--- config.mk ---
export PLATFORM = sky130hd
export DESIGN_NAME = smil_top
export DESIGN_NICKNAME = d
export VERILOG_FILES = /design/src/smil_pkg.sv /design/src/smil_glitch_filter.sv /design/src/smil_top.sv
export SDC_FILE = /design/constraint.sdc
export NUM_CORES = 1
export LEC_CHECK = 0
export BUFFER_PORTS_ARGS = -buffer_cell sky130_fd_sc_hd__buf_2
export CAP_MARGIN = 20
export CORE_ASPECT_RATIO = 1.25
export CORE_MARGIN = 2
export CORE_UTILIZATION = 62
export DETAILED_ROUTE_END_ITERATION = 10
export HOLD_SLACK_MARGIN = 0.15
export PLACE_DENSITY = 0.82
export SYNTH_ARGS = -nofsm -noshare
export SYNTH_HDL_FRONTEND = slang
export SYNTH_HIERARCHICAL = 1
export SYNTH_SLANG_ARGS = --single-unit
export TNS_END_PERCENT = 1
--- constraint.sdc ---
create_clock -name clk_in -period 6.88 [get_ports clk_in]
set_clock_uncertainty 0.2 [all_clocks]
set_input_delay 0.688 -clock clk_in [delete_from_list [all_inputs] [get_ports clk_in]]
set_output_delay 0.688 -clock clk_in [all_outputs]
set_load 0.02 [all_outputs]
--- src/smil_pkg.sv ---
package smil_pkg;
    // ==============================================================
    // Register location and layout.
    localparam logic [7:0] SMIL_CTRL_ADDR = 8'hDF;
    localparam logic [7:0] SMIL_CTRL_RESET = 8'hDE;
    localparam int SMIL_BIT_RSVD7 = 7;
    localparam int SMIL_BIT_DIG_OK = 6;
    localparam int SMIL_BIT_FLAG = 5;
    localparam int SMIL_BIT_TRIP_HI = 4;
    localparam int SMIL_BIT_TRIP_LO = 3;
    localparam int SMIL_BIT_RSVD2 = 2;
    localparam int SMIL_BIT_RSVD1 = 1;
    localparam int SMIL_BIT_ON = 0;

    // ==============================================================
    // Trip point codes.
    localparam logic [1:0] SMIL_TRIP_308 = 2'h1;
    localparam logic [1:0] SMIL_TRIP_293 = 2'h2;

    // ==============================================================
    // Timing.
    localparam int SMIL_HOLDOFF_MS = 250;
    localparam int SMIL_CLK_PERIOD_NS = 100;
    localparam int SMIL_HOLDOFF_CYCLES = SMIL_HOLDOFF_MS * 1000000 / SMIL_CLK_PERIOD_NS;
    localparam int SMIL_GLITCH_CYCLES = 4;
endpackage : smil_pkg

--- src/smil_glitch_filter.sv ---
`timescale 1ns/100ps
`default_nettype none
module smil_glitch_filter
    import smil_pkg::*;
#(
    parameter int GLITCH_CYCLES = SMIL_GLITCH_CYCLES
) (
    input wire logic clk_in,
    input wire logic sys_rst_in,
    input wire logic clk_en_in,
    input wire logic raw_in,
    output logic sync_level_out,
    output logic filt_level_out
);
    localparam int CW = $clog2(GLITCH_CYCLES) + 1;

    typedef struct packed {
        logic [2:0] sync;
        logic [CW-1:0] cnt;
        logic filt;
    } smil_flt_state_t;

    smil_flt_state_t st_r;
    smil_flt_state_t st_nxt;

    // ==============================================================
    // A level change is accepted only after the two late sync stages
    // have agreed for GLITCH_CYCLES samples; shorter dips vanish.
    always_comb begin
        st_nxt = st_r;
        st_nxt.sync = {st_r.sync[1:0], raw_in};
        if ((st_r.sync[1] != st_r.sync[2]) || (st_r.sync[2] == st_r.filt)) begin
            st_nxt.cnt = '0;
        end else if (st_r.cnt == CW'(GLITCH_CYCLES - 1)) begin
            st_nxt.cnt = '0;
            st_nxt.filt = st_r.sync[2];
        end else begin
            st_nxt.cnt = st_r.cnt + CW'(1);
        end
    end

    // Supplies are presumed good out of reset.
    always_ff @(posedge clk_in) begin
        if (sys_rst_in) begin
            st_r <= '{sync: 3'h7, cnt: '0, filt: 1'b1};
        end else if (clk_en_in) begin
            st_r <= st_nxt;
        end
    end

    assign sync_level_out = st_r.sync[2];
    assign filt_level_out = st_r.filt;
endmodule : smil_glitch_filter
`default_nettype wire

--- src/smil_top.sv ---
`timescale 1ns/100ps
`default_nettype none
// What this block does
// - Bit 6 reads back the live digital-supply comparator level and cannot be written.
// - The low-supply flag in bit 5 is set whenever either supply comparator reads low while bit 0 is 1.
// - Once both comparators are high and stay high while bit 0 is 1, a 250 ms hold-off runs and clears the flag.
// - Software may write the flag, but a clearing write is ignored while bit 0 is 1 and a comparator is low.
// - Bits 4:3 pick the digital trip point, 00 being reserved and 01 selecting 3.08 V.
// - The flag reaches the core interrupt only while the monitor interrupt enable is set.
// - Short glitches on the comparator outputs are filtered out before they reach the flag; bit 6 reads the unfiltered level.
// - Bit 7 is reserved, the register resets to DEH and is accessed only as a byte.
// - Bit 0 switches supply monitoring on when 1 and off when 0.
module smil_top
    import smil_pkg::*;
#(
    parameter int HOLDOFF_CYCLES = SMIL_HOLDOFF_CYCLES,
    parameter int GLITCH_CYCLES = SMIL_GLITCH_CYCLES
) (
    input wire logic clk_in,
    input wire logic sys_rst_in,
    input wire logic clk_en_in,
    input wire logic [7:0] sfr_addr_in,
    input wire logic sfr_wr_in,
    input wire logic sfr_rd_in,
    input wire logic [7:0] sfr_wdata_in,
    output logic [7:0] sfr_rdata_out,
    input wire logic digital_supply_ok_in,
    input wire logic analog_supply_ok_in,
    input wire logic monitor_irq_enable_in,
    output logic supply_irq_out,
    output logic monitor_on_out,
    output logic [1:0] trip_select_out
);
    localparam int CNT_W = $clog2(HOLDOFF_CYCLES) + 1;

    typedef enum logic [2:0] {
        SMIL_ST_OK = 3'h1,
        SMIL_ST_LOW = 3'h2,
        SMIL_ST_HOLD = 3'h4
    } smil_mon_t;

    typedef struct packed {
        smil_mon_t mon;
        logic [CNT_W-1:0] cnt;
        logic flag;
        logic [1:0] trip;
        logic [1:0] trip_eff;
        logic on;
        logic [7:0] rdata;
    } smil_state_t;

    smil_state_t st_r;
    smil_state_t st_nxt;

    logic dig_sync;
    logic dig_ok;
    logic ana_ok;
    logic low;
    logic wr_hit;
    logic rd_hit;
    logic expire;

    // ==============================================================
    // Comparator conditioning.
    smil_glitch_filter #(.GLITCH_CYCLES(GLITCH_CYCLES)) u_dig_flt (
        .clk_in(clk_in),
        .sys_rst_in(sys_rst_in),
        .clk_en_in(clk_en_in),
        .raw_in(digital_supply_ok_in),
        .sync_level_out(dig_sync),
        .filt_level_out(dig_ok)
    );

    smil_glitch_filter #(.GLITCH_CYCLES(GLITCH_CYCLES)) u_ana_flt (
        .clk_in(clk_in),
        .sys_rst_in(sys_rst_in),
        .clk_en_in(clk_en_in),
        .raw_in(analog_supply_ok_in),
        .sync_level_out(),
        .filt_level_out(ana_ok)
    );

    // ==============================================================
    // Decode and the low condition, gated by the enable bit.
    assign wr_hit = sfr_wr_in && (sfr_addr_in == SMIL_CTRL_ADDR);
    assign rd_hit = sfr_rd_in && (sfr_addr_in == SMIL_CTRL_ADDR);
    assign low = st_r.on && !(dig_ok && ana_ok);
    assign expire = (st_r.mon == SMIL_ST_HOLD) && (st_r.cnt == CNT_W'(HOLDOFF_CYCLES - 1));

    // ==============================================================
    // Next-state logic for the register, hold-off machine and read data.
    always_comb begin
        st_nxt = st_r;
        // The control fields; reserved bits hold no storage.
        if (wr_hit) begin
            st_nxt.on = sfr_wdata_in[SMIL_BIT_ON];
            st_nxt.trip = sfr_wdata_in[SMIL_BIT_TRIP_HI:SMIL_BIT_TRIP_LO];
        end
        // Reserved codes keep the last legal threshold so the comparator never floats.
        if ((st_nxt.trip == SMIL_TRIP_308) || (st_nxt.trip == SMIL_TRIP_293)) begin
            st_nxt.trip_eff = st_nxt.trip;
        end
        // Hold-off sequencing; a disabled monitor parks idle.
        if (!st_r.on) begin
            st_nxt.mon = SMIL_ST_OK;
            st_nxt.cnt = '0;
        end else begin
            case (st_r.mon)
                SMIL_ST_OK: begin
                    if (low) begin
                        st_nxt.mon = SMIL_ST_LOW;
                    end
                end
                SMIL_ST_LOW: begin
                    st_nxt.cnt = '0;
                    if (!low) begin
                        st_nxt.mon = SMIL_ST_HOLD;
                    end
                end
                SMIL_ST_HOLD: begin
                    if (low) begin
                        st_nxt.mon = SMIL_ST_LOW;
                    end else if (expire) begin
                        st_nxt.mon = SMIL_ST_OK;
                    end else begin
                        st_nxt.cnt = st_r.cnt + CNT_W'(1);
                    end
                end
                default: begin
                    st_nxt.mon = SMIL_ST_OK;
                    st_nxt.cnt = '0;
                end
            endcase
        end
        // Flag: the low condition beats every clear, so no event is lost.
        if (low) begin
            st_nxt.flag = 1'b1;
        end else if (expire) begin
            st_nxt.flag = 1'b0;
        end else if (wr_hit) begin
            st_nxt.flag = sfr_wdata_in[SMIL_BIT_FLAG];
        end
        // Read data is captured one edge after the strobe; bit 6 is live.
        st_nxt.rdata = 8'h00;
        if (rd_hit) begin
            st_nxt.rdata[SMIL_BIT_RSVD7] = SMIL_CTRL_RESET[SMIL_BIT_RSVD7];
            st_nxt.rdata[SMIL_BIT_DIG_OK] = dig_sync;
            st_nxt.rdata[SMIL_BIT_FLAG] = st_r.flag;
            st_nxt.rdata[SMIL_BIT_TRIP_HI:SMIL_BIT_TRIP_LO] = st_r.trip;
            st_nxt.rdata[SMIL_BIT_RSVD2] = SMIL_CTRL_RESET[SMIL_BIT_RSVD2];
            st_nxt.rdata[SMIL_BIT_RSVD1] = SMIL_CTRL_RESET[SMIL_BIT_RSVD1];
            st_nxt.rdata[SMIL_BIT_ON] = st_r.on;
        end
    end

    // ==============================================================
    // State register; the clock enable freezes everything.
    always_ff @(posedge clk_in) begin
        if (sys_rst_in) begin
            st_r <= '{mon: SMIL_ST_OK, cnt: '0,
                flag: SMIL_CTRL_RESET[SMIL_BIT_FLAG],
                trip: SMIL_CTRL_RESET[SMIL_BIT_TRIP_HI:SMIL_BIT_TRIP_LO],
                trip_eff: SMIL_TRIP_308,
                on: SMIL_CTRL_RESET[SMIL_BIT_ON],
                rdata: 8'h00};
        end else if (clk_en_in) begin
            st_r <= st_nxt;
        end
    end

    // ==============================================================
    // Outputs.
    assign sfr_rdata_out = st_r.rdata;
    assign supply_irq_out = st_r.flag && monitor_irq_enable_in;
    assign monitor_on_out = st_r.on;
    assign trip_select_out = st_r.trip_eff;
endmodule : smil_top
`default_nettype wire

# Word level (Yosys, flattened, before mapping)
# Cells that the tools add are included.
# W data, S select, Z words.
dict set report word_totals {
  ff_bits 54
  inputBits 24
  out_inout_bits 12
  wordCells 73
}
dict set report op_classes {
  add_sub_neg 3
  eq_ne 19
  n_mux 18
  bitwise_logic 2
  n_reduce_logical 18
}
# operator count
set op_table {}
lappend op_table {{$mux W23} 2}
lappend op_table {{$pmux W23 S2} 1}
lappend op_table {{$mux W26} 1}
lappend op_table {{$mux W3} 8}
lappend op_table {{$add A23 B1 Y23 const B} 1}
lappend op_table {{$eq A23 B22 Y1 const B} 1}
lappend op_table {{$ne A3 B3 Y1 const B} 4}
lappend op_table {{$eq A3 B2 Y1 const B} 3}
lappend op_table {{$pmux W3 S3} 1}
lappend op_table {{$eq A8 B8 Y1 const B} 1}
lappend op_table {{$mux W8} 1}
lappend op_table {{$reduce_and A4 Y1} 2}
lappend op_table {{$add A3 B1 Y3 const B} 2}
lappend op_table {{$logic_and A1 B1 Y1} 6}
lappend op_table {{$reduce_and A2 Y1} 3}
lappend op_table {{$reduce_and A3 Y1} 2}
lappend op_table {{$ne A4 B4 Y1 const B} 1}
lappend op_table {{$eq A3 B1 Y1 const B} 1}
lappend op_table {{$eq A3 B3 Y1 const B} 1}
lappend op_table {{$logic_or A1 B1 Y1} 3}
lappend op_table {{$mux W1} 3}
lappend op_table {{$reduce_bool A3 Y1} 1}
lappend op_table {{$eq A1 B1 Y1} 2}
lappend op_table {{$eq A2 B1 Y1 const B} 1}
lappend op_table {{other kinds (6)} 8}

# Longest topological paths before layout
dict set report depth {
  word_depth 6
  mapped_depth 9
  mapped_depth_nobuf 6
}

# Modules after synthesis
# The synthesis kept the hierarchy.
# module instances cells_per_inst area_each_um2 seq_area_each_um2
set modules_own_cells {}
lappend modules_own_cells {smil_top 1 254 2125.8 760.7}
lappend modules_own_cells {smil_glitch_filter 2 34 331.6 140.1}

# Least setup slack after synthesis
# Ideal clock, no wire load.
dict set report synth_path {
  path_type {input-to-reg}
  startpoint {input port clk_en_in}
  endpoint {register st_r[14] in the netlist's numbering}
  setup_time_ps 128
  t_arrival_ps 1952
  required_time_ps 6552
  setup_slack_ps 4600
  cell_stages 7
  path_buffers 3
  cell_sequence {clkbuf_1 > inv_1 > a31oi_1 > or2_2 > clkbuf_1 > clkbuf_1 > nor2_1}
}
dict set report synth_between {
  elab_chain_cells 1
}
# element line
set synth_lines {}
lappend synth_lines {{start: declaration} smil_top.sv:21} ;# input wire logic clk_en_in,
lappend synth_lines {{$reduce_and A4 Y1 (no source line)} n/a}
lappend synth_lines {{end signal: assignment} smil_top.sv:160} ;# st_r <= '{mon: SMIL_ST_OK, cnt: '0,
lappend synth_lines {{end signal: assignment} smil_top.sv:167} ;# st_r <= st_nxt;
lappend synth_lines {{end: declaration} smil_top.sv:52} ;# smil_state_t st_r;
# No other way between the ends.
# A chain may end at the register's enable or synchronous reset.

# Worst setup path in the final report
dict set report layout_path {
  startpoint {register st_r[27] in the netlist's numbering}
  endpoint {register st_r[17] in the netlist's numbering}
}
dict set report layout_between {
  elab_chain_cells 4
}
# element line
set layout_lines {}
lappend layout_lines {{$eq A23 B22 Y1} smil_top.sv:88} ;# assign expire = (st_r.mon == SMIL_ST_HOLD) && (st_r.cnt == CNT_W'(HOLDOFF_CYCLES - 1));
lappend layout_lines {{$logic_and A1 B1 Y1} smil_top.sv:88}
lappend layout_lines {{$ne A3 B3 Y1 (no source line)} n/a}
lappend layout_lines {{$reduce_and A4 Y1 (no source line)} n/a}
# No other way between the ends.

==> flow_summary.toml <==
[synthesis]
synth-edff-count = 0
syn-num-nets = 349
postSynthCellCount = 322
synth.distinct_cells = 55
synth.top_cell.area_share = 0.373
synth.avg_cell_area_sq_um = 8.66
synth_area_leaders = "dfxtp_1, a21oi_1, mux2i_1, or4_1, nand2_1"
synth_flop_cell = "dfxtp_1"
post-synth-top-area-cell = "dfxtp_1"
async_flop_share = 0
yosysWarnings = 6
seq_area_frac_synth = 0.373
syn_area_sq_um = 2790
synth_seq_cells = 52

[clocking]
ctsHtreeMaxLevel = 2
cts.sinks = 52
cts_resized = 0
clockRootBuffer = "clkbuf_8"
cts_buffer_depth = 2
numCtsBuffers = 5
clock_latency_ns = 0.31
postCtsSetupBuffers = 0
ctsHoldBuffers = 0
cts_tree = "built"
clk_pin_slew_worst_paths_ns = 0.09

[place]
dpl.hpwl_mm = 4.02
io_buffer_count = 31
gp_congestion = 0.836
dpl_worst_slack_ns = 4.05

[sta]
setup_viol = 0
hold_viol_final = 0
tns_ns = 0
fmax_ghz = 0.376
worstMarginPinSlew_ns = 1.10
rsz0062_at_grt = "false"
fin_crit_sh = 0.387
setup_slack_ns = 4.22
maxSlewViolCount = 0
relSlewSlack = 0.263
finalCriticalPeriod_ns = 2.66

[power]
pwr-share-comb = 0.050
sw_frac_of_total = 0.238
powerDensity_nw_per_um2 = 174
power.share.clock = 0.361
ir_drop_mv = 0.110
p_leak_nw = 1.06
p_seq_frac = 0.589
p_int_mw = 0.394
netSwitchingPower_mw = 0.123

[critical_path]
cp_slowest_cell = "nor4_2"
path_buf_inv = 0
cp-start-kind = "flop"
rr_endpoint = "st_r[17]"
rr_worst_depth = 5
crit_chain = "nor4b_1 -> nand4_1 -> nor4_2 -> o21ai_0 -> a21oi_1"
r2r_slack_ns = 4.22
max_stage_delay_ns = 0.99
worstSetupPathType = "flop to flop"
cp-end-kind = "flop"
path_delay_family = "simple AND/OR/NAND/NOR gates"
timing.rr.start = "st_r[27]"
critPathArrivalTime_ns = 2.71
required_ns = 6.93
path_max_fanout = 14

[finish]
final_core_util = 0.680
nNetsFinal = 362
diodes = 0
synthToLayoutAreaGrowth_pct = 6.33
drive_above_1_share = 0.143

[detailed_routing]
wl_met3_um = 163
detail_route.iter0.violations = 218
wl_per_cell_um = 14.8
vias_per_cell = 6.26
vias = 2466
route.detailed.drc = 0
routed_wl_mm = 5.83
drt-pass1-iter-count = 4
detail-route-antenna-nets = 0
highest_layer = "met4"
dr_wl_met2_mm = 2.81
wl_met1_mm = 2.70

[die]
die-area_sq_um = 5050
die_y_um = 79.0
start_util = 0.640
core_area_sq_um = 4360
row_count = 27
die_x_um = 64.0
io_pins = 36

[grt]
grt_pass1_vias = 2221
overflow = 0
grt_pass1_wl_mm = 9.78
grt_usage = 0.239
grt_max_degree = 31
antenna_found_initial = 0

[hold_path]
whs_path_depth = 2
hold_path_class = "flop to flop"
hp-start = "trip_select_out[0]"
min_to = "trip_select_out[0]"

[outcome]
status = "completed"

[job]
drv_cap = 0
worst max path at each step:
stage	slack, ns	start	endpoint	cells past startpoint
global placement	4.10	clk_en_in	st_r[29]	5
detailed placement	4.05	clk_en_in	st_r[33]	5
CTS	4.21	st_r[27]	st_r[17]	5
finish	4.22	st_r[27]	st_r[17]	5
global route	3.96	st_r[27]	st_r[17]	5
floorplan	4.60	clk_en_in	st_r[14]	7
layout make-up:
class / count / area [sq um]
Inverter: 13 / 48.8
Timing Repair Buffer: 31 / 155
Tap cell: 58 / 72.6
Clock inverter: 2 / 15.0
Sequential cell: 52 / 1040
Fill cell: 353 / 1390
Multi-Input combinational cell: 232 / 1550
Clock buffer: 6 / 82.6
cell families after synthesis:
logic type                 share of synthesized area
xor gates and xnor gates                     0.00942
adders and majority gates                     0.0135
and+or+nand+nor                                0.303
muxes                                         0.0395
buffers and inverters                         0.0709
DFF                                            0.373
AOI/OAI and AO/OA                              0.191
flip-flops by register name, summed over array words and instances (netlist names):
register,cells
monitor_on_out,1
sfr_rdata_out,6
st_r,29
trip_select_out,2
u_ana_flt/filt_level_out,1
u_ana_flt/st_nxt,2
u_ana_flt/st_r,3
u_ana_flt/sync_level_out,1
u_dig_flt/filt_level_out,1
u_dig_flt/st_nxt,2
u_dig_flt/st_r,3
u_dig_flt/sync_level_out,1
layout by cell type (no fill, tap or decap), drive strengths merged, types with 2 or more instances in the layout:
| cell type | count |
|---|---|
| o31ai | 10 |
| a22oi | 7 |
| nand4b | 3 |
| or4 | 12 |
| clkbuf | 6 |
| o22ai | 2 |
| a311oi | 4 |
| nand2 | 23 |
| clkinvlp | 2 |
| or4b | 2 |
| nand4bb | 3 |
| a31oi | 2 |
| xor2 | 2 |
| nand4 | 11 |
| and3 | 5 |
| inv | 12 |
| o211ai | 2 |
| and2 | 4 |
| nor3 | 2 |
| nand2b | 11 |
| or3 | 11 |
| o311ai | 3 |
| ha | 3 |
| dfxtp | 52 |
| o32ai | 3 |
| buf | 31 |
| a21oi | 23 |
| mux2i | 11 |
| o21ai | 12 |
| nor2b | 4 |
| nor2 | 19 |
| nor4b | 3 |
| nand3b | 5 |
| nor4 | 4 |
| a41oi | 2 |
| nand3 | 12 |
through the flow:
| step | instances | power (mW) | instance area, sq um | hold WS, ns |
|---|---|---|---|---|
| after global placement | 386 | 0.336 | 2870 | 0.240 |
| final | 394 | 0.516 | 2970 | 0.248 |
| after CTS | 394 | 0.521 | 2970 | 0.252 |
| after global routing | 394 | 0.536 | 2970 | 0.287 |
| after detailed placement | 386 | 0.337 | 2870 | 0.238 |
| after floorplan | 322 | 0.328 | 2790 | 0.224 |
synth_stat cells, types with 3 or more instances:
library cell  count
o31ai_1          10
and2_1            4
or4_1            12
nor2b_1           4
o21ai_0          12
nand2b_1         11
mux2i_1          11
nor4b_1           3
a22oi_1           7
buf_2             5
ha_1              3
or3_1            10
inv_1            12
nand4bb_1         3
nand4_1          10
dfxtp_1          52
nand3b_1          5
and3_1            5
clkbuf_1          8
nand3_1          12
buf_4            11
nand4b_1          3
o32ai_1           3
nand2_1          23
nor2_1           19
a21oi_1          23
metal layers:
| layer | global-route usage | vias to the layer above |
|---|---|---|
| met3 | 0.0382 | 13 |
| met4 | 0.109 | 0 |
| met5 | 0 | - |
| li1 | - | 1232 |
| met2 | 0.415 | 43 |
| met1 | 0.287 | 1178 |
power groups by stage:
stage               Combinational, mW  Sequential [mW]  Clock [mW]
finish                         0.0260            0.304       0.186
global route                   0.0287            0.305       0.202
CTS                            0.0260            0.304       0.191
detailed placement             0.0258            0.311           0
global placement               0.0252            0.311           0
floorplan                      0.0174            0.311           0
tightest hold or removal path, cell delays in order (launching register included):
cell and delay, ns:
dfxtp_1 0.32, inv_1 0.04, a32oi_1 0.04
Power figures use the tool's default switching activity.
